**src/rec_pkg.sv**
```systemverilog
// Package for the receive error counter register bank.
// Holds register indexes, bit positions, reset values and the channel encoding.
package rec_pkg;
    // Register indexes; byte address on the bus is four times the index
    localparam logic [9:0] REC_IDX_CTRL = 10'h120;
    localparam logic [9:0] REC_IDX_STICKY = 10'h12a;
    localparam logic [9:0] REC_IDX_IRQ_EN = 10'h12e;
    localparam logic [9:0] REC_IDX_FRAMING_CNT = 10'h134;
    localparam logic [9:0] REC_IDX_PBIT_CNT = 10'h136;
    localparam logic [9:0] REC_IDX_FAR_BLOCK_CNT = 10'h138;
    localparam logic [9:0] REC_IDX_CBIT_CNT = 10'h13a;
    // Control register fields
    localparam int REC_CTRL_M23_BIT = 0;
    localparam int REC_CTRL_CRIT_LSB = 8;
    localparam logic [15:0] REC_CTRL_RESET = 16'h0000;
    // Sticky flag and enable layout: error flags at 8 + channel, count flags at channel
    localparam int REC_ERR_BASE = 8;
    localparam int REC_CNT_BASE = 0;
    localparam int REC_NUM_CHAN = 4;
    localparam logic [15:0] REC_FLAG_MASK = 16'h0f0f;
    localparam logic [15:0] REC_IRQ_EN_RESET = 16'h0000;
    localparam logic [15:0] REC_COUNT_RESET = 16'h0000;
    localparam logic [15:0] REC_COUNT_MAX = 16'hffff;
    // Channel order
    localparam int REC_CH_FRAMING = 0;
    localparam int REC_CH_PBIT = 1;
    localparam int REC_CH_FAR_BLOCK = 2;
    localparam int REC_CH_CBIT = 3;
    typedef enum logic [1:0] {
        REC_CRIT_0 = 2'b00,
        REC_CRIT_1 = 2'b01,
        REC_CRIT_2 = 2'b10,
        REC_CRIT_3 = 2'b11
    } rec_crit_e;
endpackage

```
**src/rec_err_chan.sv**
```systemverilog
// One error channel: accumulator, count register, error and count-change flags.
// Assumes event pulses and the update pulse come from logic on the same clock.
`timescale 1ns/1ns
module rec_err_chan (
    input wire logic i_clk_sys,
    input wire logic i_arst_n,
    input wire logic i_clk_en,
    input wire logic i_evt,
    input wire logic i_inhibit,
    input wire logic i_update,
    input wire logic i_clr_err,
    input wire logic i_clr_cnt,
    output logic [15:0] o_count,
    output logic o_err_sticky,
    output logic o_cnt_sticky
);
    typedef struct packed {
        logic [15:0] acc;
        logic [15:0] count;
        logic err_sticky;
        logic cnt_sticky;
    } rec_chan_s;

    rec_chan_s st_reg;
    rec_chan_s st_next;
    logic evt_ok;
    logic [15:0] acc_inc;

    always_comb begin
        evt_ok = i_evt && !i_inhibit;
        acc_inc = (st_reg.acc == rec_pkg::REC_COUNT_MAX) ? st_reg.acc
            : 16'(st_reg.acc + {15'h0000, evt_ok});
        st_next = st_reg;
        st_next.acc = acc_inc;
        if (i_update) begin
            // Hand the tally over and restart, counting a same-cycle event once
            st_next.count = acc_inc;
            st_next.acc = rec_pkg::REC_COUNT_RESET;
            if (acc_inc != 16'h0000 && st_reg.count == 16'h0000) begin
                st_next.cnt_sticky = 1'b1;
            end else if (i_clr_cnt) begin
                st_next.cnt_sticky = 1'b0;
            end
        end else if (i_clr_cnt) begin
            st_next.cnt_sticky = 1'b0;
        end
        if (evt_ok) begin
            st_next.err_sticky = 1'b1;
        end else if (i_clr_err) begin
            st_next.err_sticky = 1'b0;
        end
        if (i_inhibit) begin
            st_next.err_sticky = 1'b0;
            st_next.cnt_sticky = 1'b0;
        end
    end

    always_ff @(posedge i_clk_sys or negedge i_arst_n) begin
        if (!i_arst_n) begin
            st_reg <= '0;
        end else if (i_clk_en) begin
            st_reg <= st_next;
        end
    end

    assign o_count = st_reg.count;
    assign o_err_sticky = st_reg.err_sticky;
    assign o_cnt_sticky = st_reg.cnt_sticky;

    a_count_hold: assert property (@(posedge i_clk_sys) disable iff (!i_arst_n)
        !(i_clk_en && i_update) |=> $stable(st_reg.count))
        else $error("count changed without update");
    a_count_load: assert property (@(posedge i_clk_sys) disable iff (!i_arst_n)
        (i_clk_en && i_update && !i_inhibit && !i_evt && st_reg.acc != rec_pkg::REC_COUNT_MAX)
        |=> (st_reg.count == $past(st_reg.acc)) && (st_reg.acc == 16'h0000))
        else $error("accumulator not transferred on update");
    a_m23_quiet: assert property (@(posedge i_clk_sys) disable iff (!i_arst_n)
        (i_clk_en && i_inhibit) |=> !st_reg.err_sticky && !st_reg.cnt_sticky)
        else $error("flag set while inhibited");
    a_m23_nocount: assert property (@(posedge i_clk_sys) disable iff (!i_arst_n)
        (i_clk_en && i_inhibit && !i_update) |=> $stable(st_reg.acc))
        else $error("accumulator moved while inhibited");
endmodule // rec_err_chan

```
**src/rec_bank.sv**
```systemverilog
// Contract
// - P-bit error enable bit 9 passes its flag to the interrupt when global enable set.
// - Framing error enable bit 8 passes its flag to the interrupt when global enable set.
// - C-bit count enable bit 3 passes its change flag to the interrupt when global enable set.
// - Far-end block count enable bit 2 passes its change flag to the interrupt when global enable set.
// - P-bit count enable bit 1 passes its change flag to the interrupt when global enable set.
// - Framing count enable bit 0 passes its change flag to the interrupt when global enable set.
// - Framing error count register shows a 16-bit count of framing errors.
// - P-bit count register shows a 16-bit count of P-bit parity errors.
// - Far-end block count register shows a 16-bit count of far-end block errors.
// - C-bit count register shows a 16-bit count of C-bit parity errors.
// - In M23 mode far-end block and C-bit counters do not increment.
// - Count registers change only on the performance-monitor update pulse.
// - Framing error flag sets on the event chosen by the framing criterion.
// - P-bit parity error flag sets on every P-bit parity error.
// - Each count-change flag sets when its count goes from zero to nonzero.
// - In M23 mode C-bit and far-end block flags and count flags stay zero.
// Top of the receive error counter bank with APB register access.
// Assumes error events and the update pulse are one-cycle pulses on i_clk_sys.
//
// Our own choice: the APB interface to the registers.
`timescale 1ns/1ns
module rec_bank (
    input wire logic i_clk_sys,
    input wire logic i_arst_n,
    input wire logic i_clk_en,
    input wire logic i_psel,
    input wire logic i_penable,
    input wire logic i_pwrite,
    input wire logic [11:0] i_paddr,
    input wire logic [31:0] i_pwdata,
    input wire logic [3:0] i_pstrb,
    output logic [31:0] o_prdata,
    output logic o_pready,
    output logic o_pslverr,
    input wire logic [3:0] i_framing_evt,
    input wire logic i_pbit_parity_evt,
    input wire logic i_far_block_evt,
    input wire logic i_cbit_parity_evt,
    input wire logic i_perf_monitor_update,
    input wire logic i_port_status_irq_en_global,
    output logic o_irq
);
    typedef struct packed {
        logic m23_mode;
        logic [1:0] framing_err_criterion;
        logic [15:0] irq_en;
        logic [31:0] prdata;
        logic pslverr;
        logic irq;
    } rec_bank_s;

    rec_bank_s st_reg;
    rec_bank_s st_next;
    logic [9:0] idx;
    logic addr_ok;
    logic setup;
    logic wr;
    logic [15:0] wmask;
    logic [15:0] wdata;
    logic [15:0] sticky;
    logic [15:0] clr;
    logic [15:0] cnt_val [rec_pkg::REC_NUM_CHAN];
    logic [rec_pkg::REC_NUM_CHAN-1:0] evt;
    logic [rec_pkg::REC_NUM_CHAN-1:0] inhibit;
    logic [rec_pkg::REC_NUM_CHAN-1:0] err_flag;
    logic [rec_pkg::REC_NUM_CHAN-1:0] cnt_flag;
    logic [15:0] rd_word;

    assign idx = i_paddr[11:2];
    assign setup = i_psel && !i_penable;
    assign wr = i_psel && i_penable && i_pwrite;
    assign wmask = {{8{i_pstrb[1]}}, {8{i_pstrb[0]}}};
    assign wdata = i_pwdata[15:0] & wmask;
    assign o_pready = 1'b1;

    always_comb begin
        unique case (idx)
            rec_pkg::REC_IDX_CTRL,
            rec_pkg::REC_IDX_STICKY,
            rec_pkg::REC_IDX_IRQ_EN,
            rec_pkg::REC_IDX_FRAMING_CNT,
            rec_pkg::REC_IDX_PBIT_CNT,
            rec_pkg::REC_IDX_FAR_BLOCK_CNT,
            rec_pkg::REC_IDX_CBIT_CNT: addr_ok = (i_paddr[1:0] == 2'b00);
            default: addr_ok = 1'b0;
        endcase
    end

    // Framing criterion picks which framing event counts
    always_comb begin
        evt[rec_pkg::REC_CH_FRAMING] = i_framing_evt[st_reg.framing_err_criterion];
        evt[rec_pkg::REC_CH_PBIT] = i_pbit_parity_evt;
        evt[rec_pkg::REC_CH_FAR_BLOCK] = i_far_block_evt;
        evt[rec_pkg::REC_CH_CBIT] = i_cbit_parity_evt;
        inhibit = '0;
        inhibit[rec_pkg::REC_CH_FAR_BLOCK] = st_reg.m23_mode;
        inhibit[rec_pkg::REC_CH_CBIT] = st_reg.m23_mode;
    end

    // Write-one-to-clear on the sticky register
    assign clr = (wr && addr_ok && idx == rec_pkg::REC_IDX_STICKY) ? wdata : 16'h0000;

    genvar g;
    generate
        for (g = 0; g < rec_pkg::REC_NUM_CHAN; g++) begin : g_chan
            rec_err_chan u_chan (
                .i_clk_sys(i_clk_sys),
                .i_arst_n(i_arst_n),
                .i_clk_en(i_clk_en),
                .i_evt(evt[g]),
                .i_inhibit(inhibit[g]),
                .i_update(i_perf_monitor_update),
                .i_clr_err(clr[rec_pkg::REC_ERR_BASE + g]),
                .i_clr_cnt(clr[rec_pkg::REC_CNT_BASE + g]),
                .o_count(cnt_val[g]),
                .o_err_sticky(err_flag[g]),
                .o_cnt_sticky(cnt_flag[g])
            );
        end
    endgenerate

    assign sticky = {4'h0, err_flag, 4'h0, cnt_flag};

    always_comb begin
        unique case (idx)
            rec_pkg::REC_IDX_CTRL: begin
                rd_word = 16'h0000;
                rd_word[rec_pkg::REC_CTRL_M23_BIT] = st_reg.m23_mode;
                rd_word[rec_pkg::REC_CTRL_CRIT_LSB +: 2] = st_reg.framing_err_criterion;
            end
            rec_pkg::REC_IDX_STICKY: rd_word = sticky;
            rec_pkg::REC_IDX_IRQ_EN: rd_word = st_reg.irq_en;
            rec_pkg::REC_IDX_FRAMING_CNT: rd_word = cnt_val[rec_pkg::REC_CH_FRAMING];
            rec_pkg::REC_IDX_PBIT_CNT: rd_word = cnt_val[rec_pkg::REC_CH_PBIT];
            rec_pkg::REC_IDX_FAR_BLOCK_CNT: rd_word = cnt_val[rec_pkg::REC_CH_FAR_BLOCK];
            rec_pkg::REC_IDX_CBIT_CNT: rd_word = cnt_val[rec_pkg::REC_CH_CBIT];
            default: rd_word = 16'h0000;
        endcase
    end

    always_comb begin
        st_next = st_reg;
        // Read data and error are latched in the setup phase for the access phase
        if (setup) begin
            st_next.prdata = addr_ok ? {16'h0000, rd_word} : 32'h0000_0000;
            st_next.pslverr = !addr_ok;
        end
        if (wr && addr_ok && idx == rec_pkg::REC_IDX_IRQ_EN) begin
            st_next.irq_en = ((st_reg.irq_en & ~wmask) | wdata) & rec_pkg::REC_FLAG_MASK;
        end
        if (wr && addr_ok && idx == rec_pkg::REC_IDX_CTRL) begin
            if (i_pstrb[0]) begin
                st_next.m23_mode = i_pwdata[rec_pkg::REC_CTRL_M23_BIT];
            end
            if (i_pstrb[1]) begin
                st_next.framing_err_criterion = i_pwdata[rec_pkg::REC_CTRL_CRIT_LSB +: 2];
            end
        end
        st_next.irq = (|(sticky & st_reg.irq_en))
            && i_port_status_irq_en_global;
    end

    always_ff @(posedge i_clk_sys or negedge i_arst_n) begin
        if (!i_arst_n) begin
            st_reg <= '0;
        end else if (i_clk_en) begin
            st_reg <= st_next;
        end
    end

    assign o_prdata = st_reg.prdata;
    assign o_pslverr = st_reg.pslverr;
    assign o_irq = st_reg.irq;

    a_pbit_err_irq: assert property (@(posedge i_clk_sys) disable iff (!i_arst_n)
        (i_clk_en && sticky[9] && st_reg.irq_en[9] && i_port_status_irq_en_global) |=> o_irq)
        else $error("P-bit error flag did not raise interrupt");
    a_frm_err_irq: assert property (@(posedge i_clk_sys) disable iff (!i_arst_n)
        (i_clk_en && sticky[8] && st_reg.irq_en[8] && i_port_status_irq_en_global) |=> o_irq)
        else $error("framing error flag did not raise interrupt");
    a_cbit_cnt_irq: assert property (@(posedge i_clk_sys) disable iff (!i_arst_n)
        (i_clk_en && sticky[3] && st_reg.irq_en[3] && i_port_status_irq_en_global) |=> o_irq)
        else $error("C-bit count flag did not raise interrupt");
    a_fbe_cnt_irq: assert property (@(posedge i_clk_sys) disable iff (!i_arst_n)
        (i_clk_en && sticky[2] && st_reg.irq_en[2] && i_port_status_irq_en_global) |=> o_irq)
        else $error("far-end count flag did not raise interrupt");
    a_pbit_cnt_irq: assert property (@(posedge i_clk_sys) disable iff (!i_arst_n)
        (i_clk_en && sticky[1] && st_reg.irq_en[1] && i_port_status_irq_en_global) |=> o_irq)
        else $error("P-bit count flag did not raise interrupt");
    a_frm_cnt_irq: assert property (@(posedge i_clk_sys) disable iff (!i_arst_n)
        (i_clk_en && sticky[0] && st_reg.irq_en[0] && i_port_status_irq_en_global) |=> o_irq)
        else $error("framing count flag did not raise interrupt");
    a_irq_gated: assert property (@(posedge i_clk_sys) disable iff (!i_arst_n)
        (i_clk_en && !(i_port_status_irq_en_global && |(sticky & st_reg.irq_en))) |=> !o_irq)
        else $error("interrupt without enabled flag");
    a_count_read: assert property (@(posedge i_clk_sys) disable iff (!i_arst_n)
        (i_clk_en && setup && i_paddr == {rec_pkg::REC_IDX_FRAMING_CNT, 2'b00})
        |=> o_prdata[15:0] == $past(cnt_val[rec_pkg::REC_CH_FRAMING]))
        else $error("framing count read mismatch");
endmodule // rec_bank

```
**config.mk**
```make
export PLATFORM = sky130hd
export DESIGN_NAME = rec_bank
export DESIGN_NICKNAME = d
export VERILOG_FILES = /design/src/rec_pkg.sv /design/src/rec_err_chan.sv /design/src/rec_bank.sv
export SDC_FILE = /design/constraint.sdc
export NUM_CORES = 1
export LEC_CHECK = 0
export BUFFER_PORTS_ARGS = -buffer_cell sky130_fd_sc_hd__buf_2
export CAP_MARGIN = 20
export CORE_MARGIN = 2
export CORE_UTILIZATION = 40
export CTS_CLUSTER_DIAMETER = 50
export CTS_CLUSTER_SIZE = 10
export DETAILED_ROUTE_END_ITERATION = 7
export GPL_TIMING_DRIVEN = 0
export SLEW_MARGIN = 20
export SYNTH_ARGS = -nofsm -noshare
export SYNTH_HDL_FRONTEND = slang
export SYNTH_SLANG_ARGS = --single-unit
export TNS_END_PERCENT = 100
```
**constraint.sdc**
```tcl
create_clock -name i_clk_sys -period 3.15 [get_ports i_clk_sys]
set_clock_uncertainty 0.05 [all_clocks]
set_input_delay 0.1575 -clock i_clk_sys [delete_from_list [all_inputs] [get_ports i_clk_sys]]
set_output_delay 0.1575 -clock i_clk_sys [all_outputs]
set_load 0.005 [all_outputs]
```
**After elaboration in Yosys (flattened, before gate mapping)**

Index checks and enable logic that the tools add are counted.

- Bitwise logic cells: 5
- Reduce and logical (&&, ||, !) cells: 41
- Muxes and demuxes: 36
- Order comparisons: 1
- Equal/unequal tests: 11
- Add/subtract/negate cells: 4

Operators by type and width:

| kind | number |
|---|---|
| 32-bit 2-to-1 mux | 4 |
| 16-bit case mux with 7 select lines | 1 |
| 16-bit 2-to-1 mux | 5 |
| 10-bit by 9-bit == test with 1-bit output, second input constant | 7 |
| 16-bit by 1-bit adder with 16-bit output | 4 |
| 16-bit == test, second input constant | 4 |
| 16-bit logical NOT | 4 |
| 16-bit nonzero test | 4 |
| 12-bit bitwise AND | 3 |
| 1-bit 2-to-1 mux | 22 |
| 16-bit OR reduction | 1 |
| 1-bit logical AND | 14 |
| 2-bit AND reduction | 7 |
| 12-bit 2-to-1 mux | 1 |
| 12-bit inverter | 1 |
| 12-bit bitwise OR | 1 |
| 7-bit OR reduction | 1 |
| 3-bit AND reduction | 2 |
| 3-bit nonzero test | 2 |
| 2-bit 2-to-1 mux | 2 |
| 2-bit nonzero test | 2 |
| 1-bit logical NOT | 3 |
| 2-bit by 3-bit less-than comparator with 1-bit output, second input constant | 1 |
| 1-bit binary-select mux with 2-bit select | 1 |
| 2-bit logical NOT | 1 |

- Logic and storage cells: 120
- Bits in registers: 181
- Input bits: 63
- Output and inout port bits: 35

**Depth between registers and ports, before layout**

Gate-level depths: netlist of run 1.

- Depth in word-level cells: 10
- Depth in mapped cells: 10
- Gate-level depth less buffers: 9

**Hierarchy**

From an unflattened synthesis of run 1, not the netlist that was laid out.

- Cells, all modules: 1171
- Area, all modules: 10872.9 um2

By module, submodules not included:

| module | area each (um2) | times used | sequential area each (um2) | cells each |
|---|---|---|---|---|
| rec_err_chan | 2114.5 | 4 | 850.8 | 225 |
| rec_bank | 2414.8 | 1 | 725.7 | 271 |

**Worst setup path before layout of run 1**

Ideal clock, no wire load.

- Path kind: register to register
- Start: register st_reg (netlist bit inhibit[2])
- End: register g_chan[2].u_chan.st_reg (netlist bit g_chan[2].u_chan.o_cnt_sticky)
- Data arrival time: 2614 ps
- Data required time: 2976 ps
- Setup time: 124 ps
- Cell stages (with the launch flop): 10
- Path slack: 362 ps
- Period minus slack after synthesis: 2788 ps
- Path buffers: 0
- Cell sequence: dfrtp_1 nor2b_1 ha_1 ha_1 nand3_1 or3_1 o31a_1 a2111oi_0 o2111ai_1 o31a_1

- Longest elaborated chain between the ends: 9

RTL lines:

| item | RTL line | text |
|---|---|---|
| from (decl) | rec_bank.sv:53 | `rec_bank_s st_reg;` |
| from (signal assigned) | rec_bank.sv:168 | `st_reg <= st_next;` |
| 1-bit logical NOT | rec_err_chan.sv:30 | `evt_ok = i_evt && !i_inhibit;` |
| 1-bit logical AND | rec_err_chan.sv:30 |  |
| 16-bit by 1-bit adder with 16-bit output | rec_err_chan.sv:32 | `: 16'(st_reg.acc + {15'h0000, evt_ok});` |
| 16-bit 2-to-1 mux | rec_err_chan.sv:31 | `acc_inc = (st_reg.acc == rec_pkg::REC_COUNT_MAX) ? st_reg.acc` |
| 16-bit nonzero test | rec_err_chan.sv:39 | `if (acc_inc != 16'h0000 && st_reg.count == 16'h0000) begin` |
| 1-bit logical AND | rec_err_chan.sv:39 |  |
| 1-bit 2-to-1 mux | rec_err_chan.sv:39 |  |
| 1-bit 2-to-1 mux | rec_err_chan.sv:35 | `if (i_update) begin` |
| 2-bit 2-to-1 mux * | rec_err_chan.sv:52 | `if (i_inhibit) begin` |
| to (signal assigned) | rec_err_chan.sv:62 | `st_reg <= st_next;` |
| to (decl) | rec_err_chan.sv:24 | `rec_chan_s st_reg;` |

Every way passes the cells marked *; elsewhere a longest branch is shown, timed or not.
A chain may end at the register's enable or synchronous reset.

**Worst setup path in the final report of run 1**

- Start: input i_pbit_parity_evt
- End: register g_chan[1].u_chan.st_reg (netlist bit g_chan[1].u_chan.o_cnt_sticky)

- Longest elaborated chain between the ends: 6

RTL lines:

| item | RTL line | text |
|---|---|---|
| from (decl) | rec_bank.sv:37 | `input wire logic i_pbit_parity_evt,` |
| 16-bit by 1-bit adder with 16-bit output | rec_err_chan.sv:32 |  |
| 16-bit 2-to-1 mux | rec_err_chan.sv:31 |  |
| 16-bit nonzero test | rec_err_chan.sv:39 |  |
| 1-bit logical AND | rec_err_chan.sv:39 |  |
| 1-bit 2-to-1 mux | rec_err_chan.sv:39 |  |
| 1-bit 2-to-1 mux | rec_err_chan.sv:35 |  |
| to (signal assigned) | rec_err_chan.sv:62 |  |
| to (decl) | rec_err_chan.sv:24 |  |

Every way passes these cells.

==> results of run 1 <==
==> what timing repair did <==
item                       in CTS  in global routing
setup buffers                   2                  0
setup endpoints to repair       3                  5
hold endpoints to repair       95                  0
hold buffers                   12                  0
pin swaps                       1                  1
resized for setup              12                 10
==> Yosys cell counts, types with 12 or more instances <==
master     instances
a21o_1            15
a21oi_1           36
a22oi_1           15
and3_1            17
buf_4             34
clkbuf_1          62
dfrtp_1          165
inv_1             13
mux2_2            27
mux2i_1           33
nand2_1          107
nand3_1           36
nand4_1           28
nor2_1            68
nor3_1            18
nor4_1            25
o21ai_0           99
o22ai_1           12
o2bb2ai_1         42
o31ai_1           13
xnor2_1           24
==> cell usage in the layout (no fill, tap or decap), types with 6 or more instances in the layout <==
master / netlist / routed
mux2i_1: 33 / 33
a21o_1: 15 / 15
a221oi_1: 10 / 10
a31oi_1: 9 / 9
and4_1: 10 / 10
mux2_2: 27 / 27
nor3_1: 18 / 18
nand3_1: 36 / 35
o21ai_0: 99 / 98
a22oi_1: 15 / 15
or3_1: 10 / 9
conb_1: 2 / 17
inv_1: 13 / 13
o22ai_1: 12 / 12
o2bb2ai_1: 42 / 42
o31ai_1: 13 / 13
nand4_1: 28 / 28
and2_1: 9 / 10
xor2_1: 10 / 8
a211oi_1: 9 / 9
dlygate4sd3_1: 0 / 12
a22o_1: 6 / 6
a21oi_1: 36 / 36
dfrtp_1: 165 / 163
clkbuf_16: 0 / 17
nand2_1: 107 / 107
buf_2: 7 / 56
buf_1: 6 / 6
buf_4: 34 / 36
nor4_1: 25 / 24
xnor2_1: 24 / 24
and3_1: 17 / 17
nor2_1: 68 / 68
clkbuf_1: 62 / 60
==> stage by stage <==
stage          area, sq um  TNS (ns)  hold slack [ns]  setup slack, ns
6_report             11400         0           0.0180            0.104
2_1_floorplan         9870         0           -0.188            0.362
5_1_grt              11400  -0.00572          0.00633         -0.00572
3_3_place_gp         10500   -134.21            0.340           -0.823
3_5_place_dp         10600    -0.401            0.142           -0.242
4_1_cts              11300         0          0.00898           0.0378
==> worst max-delay path by stage <==
stage	slack [ns]	cells after the start	startpoint	end
after floorplan	0.36	9	inhibit[2]	g_chan[2].u_chan.o_cnt_sticky
after global placement	-0.82	1	i_arst_n	g_chan[0].u_chan.st_reg[23]
after detailed placement	-0.24	9	inhibit[2]	g_chan[2].u_chan.o_cnt_sticky
after CTS	0.04	9	st_reg[50]	g_chan[0].u_chan.o_cnt_sticky
after global routing	-0.006	9	inhibit[2]	g_chan[2].u_chan.o_cnt_sticky
final	0.10	9	i_pbit_parity_evt	g_chan[1].u_chan.o_cnt_sticky
==> power by group through the flow <==
stage / sequential (uW) / combinational, uW / clock, uW
global route: 2330 / 732 / 2250
global placement: 2350 / 628 / 0
detailed placement: 2350 / 637 / 0
floorplan: 2310 / 400 / 0
finish: 2320 / 662 / 2120
CTS: 2310 / 656 / 2150
==> metal layers <==
| metal | wire (microns) | track usage [%] |
|---|---|---|
| met2 | 13300 | 36.2 |
| met5 | 0 | 0 |
| met1 | 14100 | 33.0 |
| met4 | 931 | 8.97 |
| met3 | 1650 | 4.08 |
==> logic make-up (layout without fill, tap and decap cells) <==
| logic type | count (synthesis) | in the layout | synth area share, % |
|---|---|---|---|
| DFF | 165 | 165 | 42.1 |
| muxes | 61 | 61 | 6.69 |
| AOI/OAI and AO/OA | 301 | 301 | 20.6 |
| adders and majority gates | 8 | 8 | 1.02 |
| and+or+nand+nor | 375 | 375 | 20.1 |
| xor gates and xnor gates | 34 | 34 | 3.03 |
| buffers and inverters | 126 | 221 | 6.45 |
| other | 2 | 17 | 0.0765 |
==> critical path: cells and delay by family <==
family	cells	cell delay [ns]
compound gates	2	0.68
simple gates	2	0.80
buf+inv	2	0.73
mux	1	0.40
fa+ha+maj	2	0.50
==> cell type report <==
type	count	share of cell area, %
multi-input combinational	796	45.7
sequential	165	36.3
buffer	111	5.07
clock buffer	18	3.86
timing repair buffer	65	3.72
tap	324	3.57
clock inverter	14	1.33
inverter	13	0.429
==> metrics.csv, run 1 <==
stage;metric;value;unit
worst_setup_path;slowest_delay;0.55;ns
floorplanning;coreArea;24200;sq um
detailed_routing;drt-total-wl;30000;microns
yosys;syn_inst;1072;
clocking;root_buffer;clkbuf_16;
power_and_ir_drop;powerDensity;449;nW/um^2
floorplanning;die_area;25800;sq um
yosys;synth.avg_cell_area;9.16;sq um
power_and_ir_drop;clkPwrFrac;41.5;%
worst_setup_path;start_kind;input port;
yosys;ys_ff_latch;165;
power_and_ir_drop;power_switching;1440;uW
power_and_ir_drop;netSwitchingFraction;28.3;%
worst_setup_path;cp.required;3.39;ns
place;dp.cells;1462;
sta;fin_crit_sh;96.7;%
yosys;synth_area_leaders;dfrtp_1, o21ai_0, nand2_1;
sta;tightestPinTransition;0.886;ns
status;status;completed;
yosys;synth_area;9820;sq um
yosys;yosys_most_used_dff;dfrtp_1;
global_route;grt_pass1_vias;8167;
global_route;grt_max_degree;86;
yosys;synth_edf_count;0;
detailed_routing;wl_per_cell;19.9;microns
floorplanning;io_pins;98;
global_route;grt_pass1_wl;46900;microns
yosys;yosysUniqueCellTypes;74;
finish;fillers;2328;
power_and_ir_drop;seqPwrFrac;45.5;%
worst_setup_path;path_cells;dlygate4sd3_1, buf_2, ha_1, ha_1, nand3_1, nor3_1, mux2_2, o21a_1, o41a_1;
finish;diodes;0;
worst_setup_path;reg2reg_depth;9;
clocking;numCtsBuffers;17;
place;hpwlAfterDp;22300;microns
power_and_ir_drop;power_frac_comb;13.0;%
detailed_routing;ant_nets;0;
clocking;clock_path_buffers;2;
worst_setup_path;reg2reg_from;st_reg[50];
worst_setup_path;critical_path_class;input port to register;
sta;setup_viol;0;
clocking;clk_pin_slew_worst_paths;0.07;ns
yosys;synth-seq-area-share;42.1;%
worst_setup_path;cp_common_cell;ha_1;
sta;timing.max_slew.rel_slack;41.0;%
place;port_buffers;50;
finish;nNetsFinal;1240;
place;place.gp.congestion;0.899;
flow_run;maxCapViolCount;0;
floorplanning;rows;57;
detailed_routing;first_pass_iters;5;
sta;drv_slew;0;
finish;seq_area;4130;sq um
worst_setup_path;reg2reg_to;g_chan[0].u_chan.o_cnt_sticky;
sta;timing_hold_violations_final;0;
clocking;clock-sinks;165;
finish;multi_input_area;5190;sq um
clocking;tritoncts;built;
detailed_routing;vias;8673;
yosys;synth_top_area_share;42.1;%
power_and_ir_drop;p_int;3660;uW
worst_setup_path;worstSetupEndpointType;register;
worst_setup_path;critical_path.slowest_cell;nor3_1;
worst_setup_path;cp_max_fo;6;
yosys;yosysTopAreaCell;dfrtp_1;
global_route;antenna_found_initial;0;
sta;max_freq;0.328;GHz
floorplanning;die_h;161;microns
detailed_routing;route.detailed.drc;0;
hold_path;holdCritStartpoint;i_far_block_evt;
finish;drive_gt1_share;16.2;%
finish;final_util;47.0;%
hold_path;min_path_type;input port to register;
detailed_routing;viasPerCell;5.76;
clocking;h-tree-depth;4;
yosys;synthArstFlopShare;100;%
floorplanning;dieWidth;161;microns
global_route;grt_usage;23.5;%
global_route;overflow;0;
floorplanning;floorplan.initialDensity;40.6;%
detailed_routing;drt-initial-drc-count;721;
sta;period_minus_slack;3.05;ns
power_and_ir_drop;power;5100;uW
hold_path;hold_end;g_chan[2].u_chan.o_err_sticky;
finish;final_cells;1506;
yosys;yosysWarnings;0;
power_and_ir_drop;p_leak;0.00487;uW
clocking;clk_latency;0.44;ns
hold_path;holdPathStages;2;
finish;synthToLayoutAreaGrowth;15.8;%
worst_setup_path;worst-endpoint-arrival;3.28;ns
power_and_ir_drop;ir_worst_vdd;0.312;mV
worst_setup_path;rrSetupSlack;0.13;ns
(Power assumes the default switching activity.)
==> run 2, diff against run 1 <==
--- a/config.mk
+++ b/config.mk
@@ -5,14 +5,17 @@
 export SDC_FILE = /design/constraint.sdc
 export NUM_CORES = 1
 export LEC_CHECK = 0
+export ABC_AREA = 1
 export BUFFER_PORTS_ARGS = -buffer_cell sky130_fd_sc_hd__buf_2
 export CAP_MARGIN = 20
 export CORE_MARGIN = 2
-export CORE_UTILIZATION = 40
+export CORE_UTILIZATION = 60
 export CTS_CLUSTER_DIAMETER = 50
 export CTS_CLUSTER_SIZE = 10
 export DETAILED_ROUTE_END_ITERATION = 7
 export GPL_TIMING_DRIVEN = 0
+export PLACE_DENSITY = 0.81
+export RECOVER_POWER = 100
 export SLEW_MARGIN = 20
 export SYNTH_ARGS = -nofsm -noshare
 export SYNTH_HDL_FRONTEND = slang
==> metrics.csv, run 2 <==
stage;metric;value;unit;change
floorplanning;floorplan.initialDensity;60.8;%;+20 points
sta;timing.max_slew.rel_slack;-29.8;%;-71 points
finish;final_cells;1657;;+10%
clocking;clk_latency;0.43;ns;about the same
finish;nNetsFinal;1499;;+21%
worst_setup_path;reg2reg_from;st_reg[50];;
detailed_routing;vias;9617;;+11%
power_and_ir_drop;powerDensity;438;nW/um^2;-2.3%
power_and_ir_drop;p_leak;0.00497;uW;+2.2%
place;dp.cells;1613;;+10%
sta;tightestPinTransition;1.95;ns;+1.06 ns
global_route;grt_pass1_vias;8943;;+9.5%
floorplanning;die_h;130;microns;-19%
floorplanning;coreArea;15800;sq um;-35%
sta;max_freq;0.337;GHz;+2.5%
worst_setup_path;reg2reg_to;g_chan[0].u_chan.o_cnt_sticky;;
floorplanning;die_area;17000;sq um;-34%
finish;mostFrequentLayoutCells;nand2_1, dfrtp_1, o21ai_0, inv_1, nor2_1;;
sta;period_minus_slack;2.97;ns;-0.0742 ns
flow_run;maxCapViolCount;1;;+1
hold_path;min_path_type;input port to register;;
worst_setup_path;rrSetupSlack;0.18;ns;+0.05 ns
detailed_routing;first_pass_iters;6;;+1
worst_setup_path;cp.required;3.42;ns;+0.03 ns
yosys;synth_area;9590;sq um;-2.3%
yosys;syn_inst;1327;;+24%
yosys;synth_edf_count;0;;unchanged
place;hpwlAfterDp;20800;microns;-6.5%
sta;drv_slew;78;;+78
floorplanning;io_pins;98;;unchanged
global_route;grt_usage;34.3;%;+11 points
hold_path;hold_end;o_pslverr;;
clocking;numCtsBuffers;17;;unchanged
yosys;yosys_most_used_dff;dfrtp_1;;
place;place.gp.congestion;0.989;;+10%
detailed_routing;route.detailed.drc;0;;unchanged
global_route;grt_max_degree;90;;+4.7%
clocking;post_cts_buffers;0;;-2
worst_setup_path;critical_path_class;register to register;;
finish;drive_gt1_share;9.92;%;-6.2 points
worst_setup_path;worst-endpoint-arrival;3.24;ns;-0.04 ns
detailed_routing;drt-total-wl;28200;microns;-6.1%
worst_setup_path;cp_max_fo;6;;unchanged
status;violations;max-capacitance violations, max-slew violations;;
sta;fin_crit_sh;94.3;%;-2.4 points
place;port_buffers;54;;+8.0%
sta;timing_hold_violations_final;0;;unchanged
hold_path;holdPathStages;5;;+3
status;status;finished, violations left;;
floorplanning;dieWidth;130;microns;-19%
finish;synthToLayoutAreaGrowth;13.4;%;
power_and_ir_drop;ir_worst_vdd;0.440;mV;+41%
clocking;root_buffer;clkbuf_16;;
yosys;ys_ff_latch;165;;unchanged
hold_path;holdCritStartpoint;i_psel;;
worst_setup_path;reg2reg_depth;18;;+9
clocking;clock_path_buffers;2;;unchanged
clocking;h-tree-depth;4;;unchanged
yosys;synthArstFlopShare;100;%;unchanged
clocking;clk_pin_slew_worst_paths;0.06;ns;about the same
place;pre_cts_ws;-0.206;ns;+0.0359 ns
clocking;clock-sinks;165;;unchanged
global_route;grt_pass1_wl;45100;microns;-3.7%
global_route;antenna_found_initial;0;;unchanged
yosys;synth_common_cells;nand2_1, dfrtp_1, inv_1, o21ai_0, nor2_1;;
finish;diodes;0;;unchanged
yosys;synth.avg_cell_area;7.23;sq um;-21%
detailed_routing;drt-initial-drc-count;1103;;+53%
finish;final_common_cell;nand2_1;;
yosys;yosysWarnings;0;;unchanged
worst_setup_path;worstSetupEndpointType;register;;
worst_setup_path;start_kind;register;;
yosys;yosysMostFrequentCell;nand2_1;;
yosys;synth_top_area_share;43.0;%;+0.99 points
global_route;overflow;0;;unchanged
yosys;synth_area_leaders;dfrtp_1, nand2_1, o21ai_0;;
yosys;yosysTopAreaCell;dfrtp_1;;
detailed_routing;ant_nets;0;;unchanged
floorplanning;rows;46;;-19%
sta;worst_slack;0.179;ns;+0.0742 ns
sta;setup_viol;0;;unchanged
yosys;yosysUniqueCellTypes;39;;-47%
yosys;synth-seq-area-share;43.0;%;+0.99 points
detailed_routing;wl_per_cell;17.0;microns;-15%
detailed_routing;viasPerCell;5.80;;+0.78%
clocking;tritoncts;built;;
[run 2: cell count changes in the layout (fill, tap and decap cells not counted), sizes merged, moves of 24 or more]
cell,previous run,this run
nand2,107,385
nand3,36,109
a21oi,36,2
mux2i,33,0
nor2,68,134
inv,16,155
xnor2,24,0
o21ai,99,150
buf,103,71
mux2,27,0
o2bb2ai,42,0
[run 2: worst max-delay path: stages (launching register included)]
cell and delay (ns):
dfrtp_1 0.39, inv_1 0.13, o21ai_1 0.12, o22ai_4 0.32
ha_4 0.22, ha_2 0.21, inv_1 0.09, nor2_4 0.16
inv_1 0.12, nor2_4 0.13, nand3_1 0.09, nand2_1 0.09
nand3_1 0.13, nor2_1 0.15, nand2_1 0.09, nor2_1 0.09
nand2_1 0.09, nand2_1 0.14, nand2_1 0.07
[run 2: cells by family (layout without fill, tap and decap cells)]
family	count (synthesis)	after routing	synth area share (%)
fa+ha+maj	8	8	1.04
simple gates	716	716	32.8
compound gates	203	203	11.9
xor+xnor	9	9	0.822
flops	165	165	43.0
buf+inv	224	323	10.3
other cells	2	17	0.0783
[run 2: per-stage QoR]
| stage | util [%] | setup TNS [ns] | hold WS (ns) | area (sq um) | total power [uW] |
|---|---|---|---|---|---|
| after floorplan | - | 0 | -0.188 | 9650 | 2470 |
| after global placement | 64.6 | -107.56 | 0.340 | 10200 | 2640 |
| after detailed placement | 64.9 | -0.206 | 0.126 | 10200 | 2650 |
| after CTS | 69.5 | 0 | 0.0359 | 11000 | 4760 |
| after global routing | 69.0 | -0.0163 | 0.0714 | 10900 | 4900 |
| final | 69.0 | 0 | 0.0477 | 10900 | 4770 |
[run 2: repair_timing]
item                       in CTS  in global routing
setup endpoints to repair       1                  1
hold endpoints to repair       90                  0
hold buffers                   12                  0
gates resized for setup         2                  6
pin swaps                       0                  3
[run 2: area by class of cell]
class	instances	area, sq um
Inverter	156	586
Timing Repair Buffer	67	384
Buffer	68	397
Tap cell	216	270
Multi-Input combinational cell	953	4520
Clock buffer	21	440
Sequential cell	165	4130
Clock inverter	11	151
Fill cell	1323	4900
[run 2: power by group]
part | total, uW | switching (uW) | leakage (uW) | internal, uW
combinational | 413 | 276 | 0.00249 | 137
clock | 2130 | 877 | 0.000274 | 1250
sequential | 2220 | 52.6 | 0.00221 | 2170
[run 2: per-layer routing]
| metal | GRT usage, % | part of all wire, % | vias up |
|---|---|---|---|
| li1 | - | - | 4521 |
| met3 | 7.41 | 9.1 | 69 |
| met5 | 0 | 0 | - |
| met4 | 13.6 | 3.9 | 0 |
| met1 | 47.3 | 42 | 4507 |
| met2 | 53.5 | 45 | 520 |
[run 2: worst max-delay path by stage]
stage,from,endpoint,cells after the start
floorplan,st_reg[50],g_chan[0].u_chan.o_cnt_sticky,18
global placement,i_arst_n,asynchronous set/reset pin,1
detailed placement,st_reg[50],g_chan[0].u_chan.o_cnt_sticky,18
CTS,st_reg[50],g_chan[0].u_chan.o_cnt_sticky,18
global route,st_reg[50],g_chan[0].u_chan.o_cnt_sticky,18
finish,st_reg[50],g_chan[0].u_chan.o_cnt_sticky,18
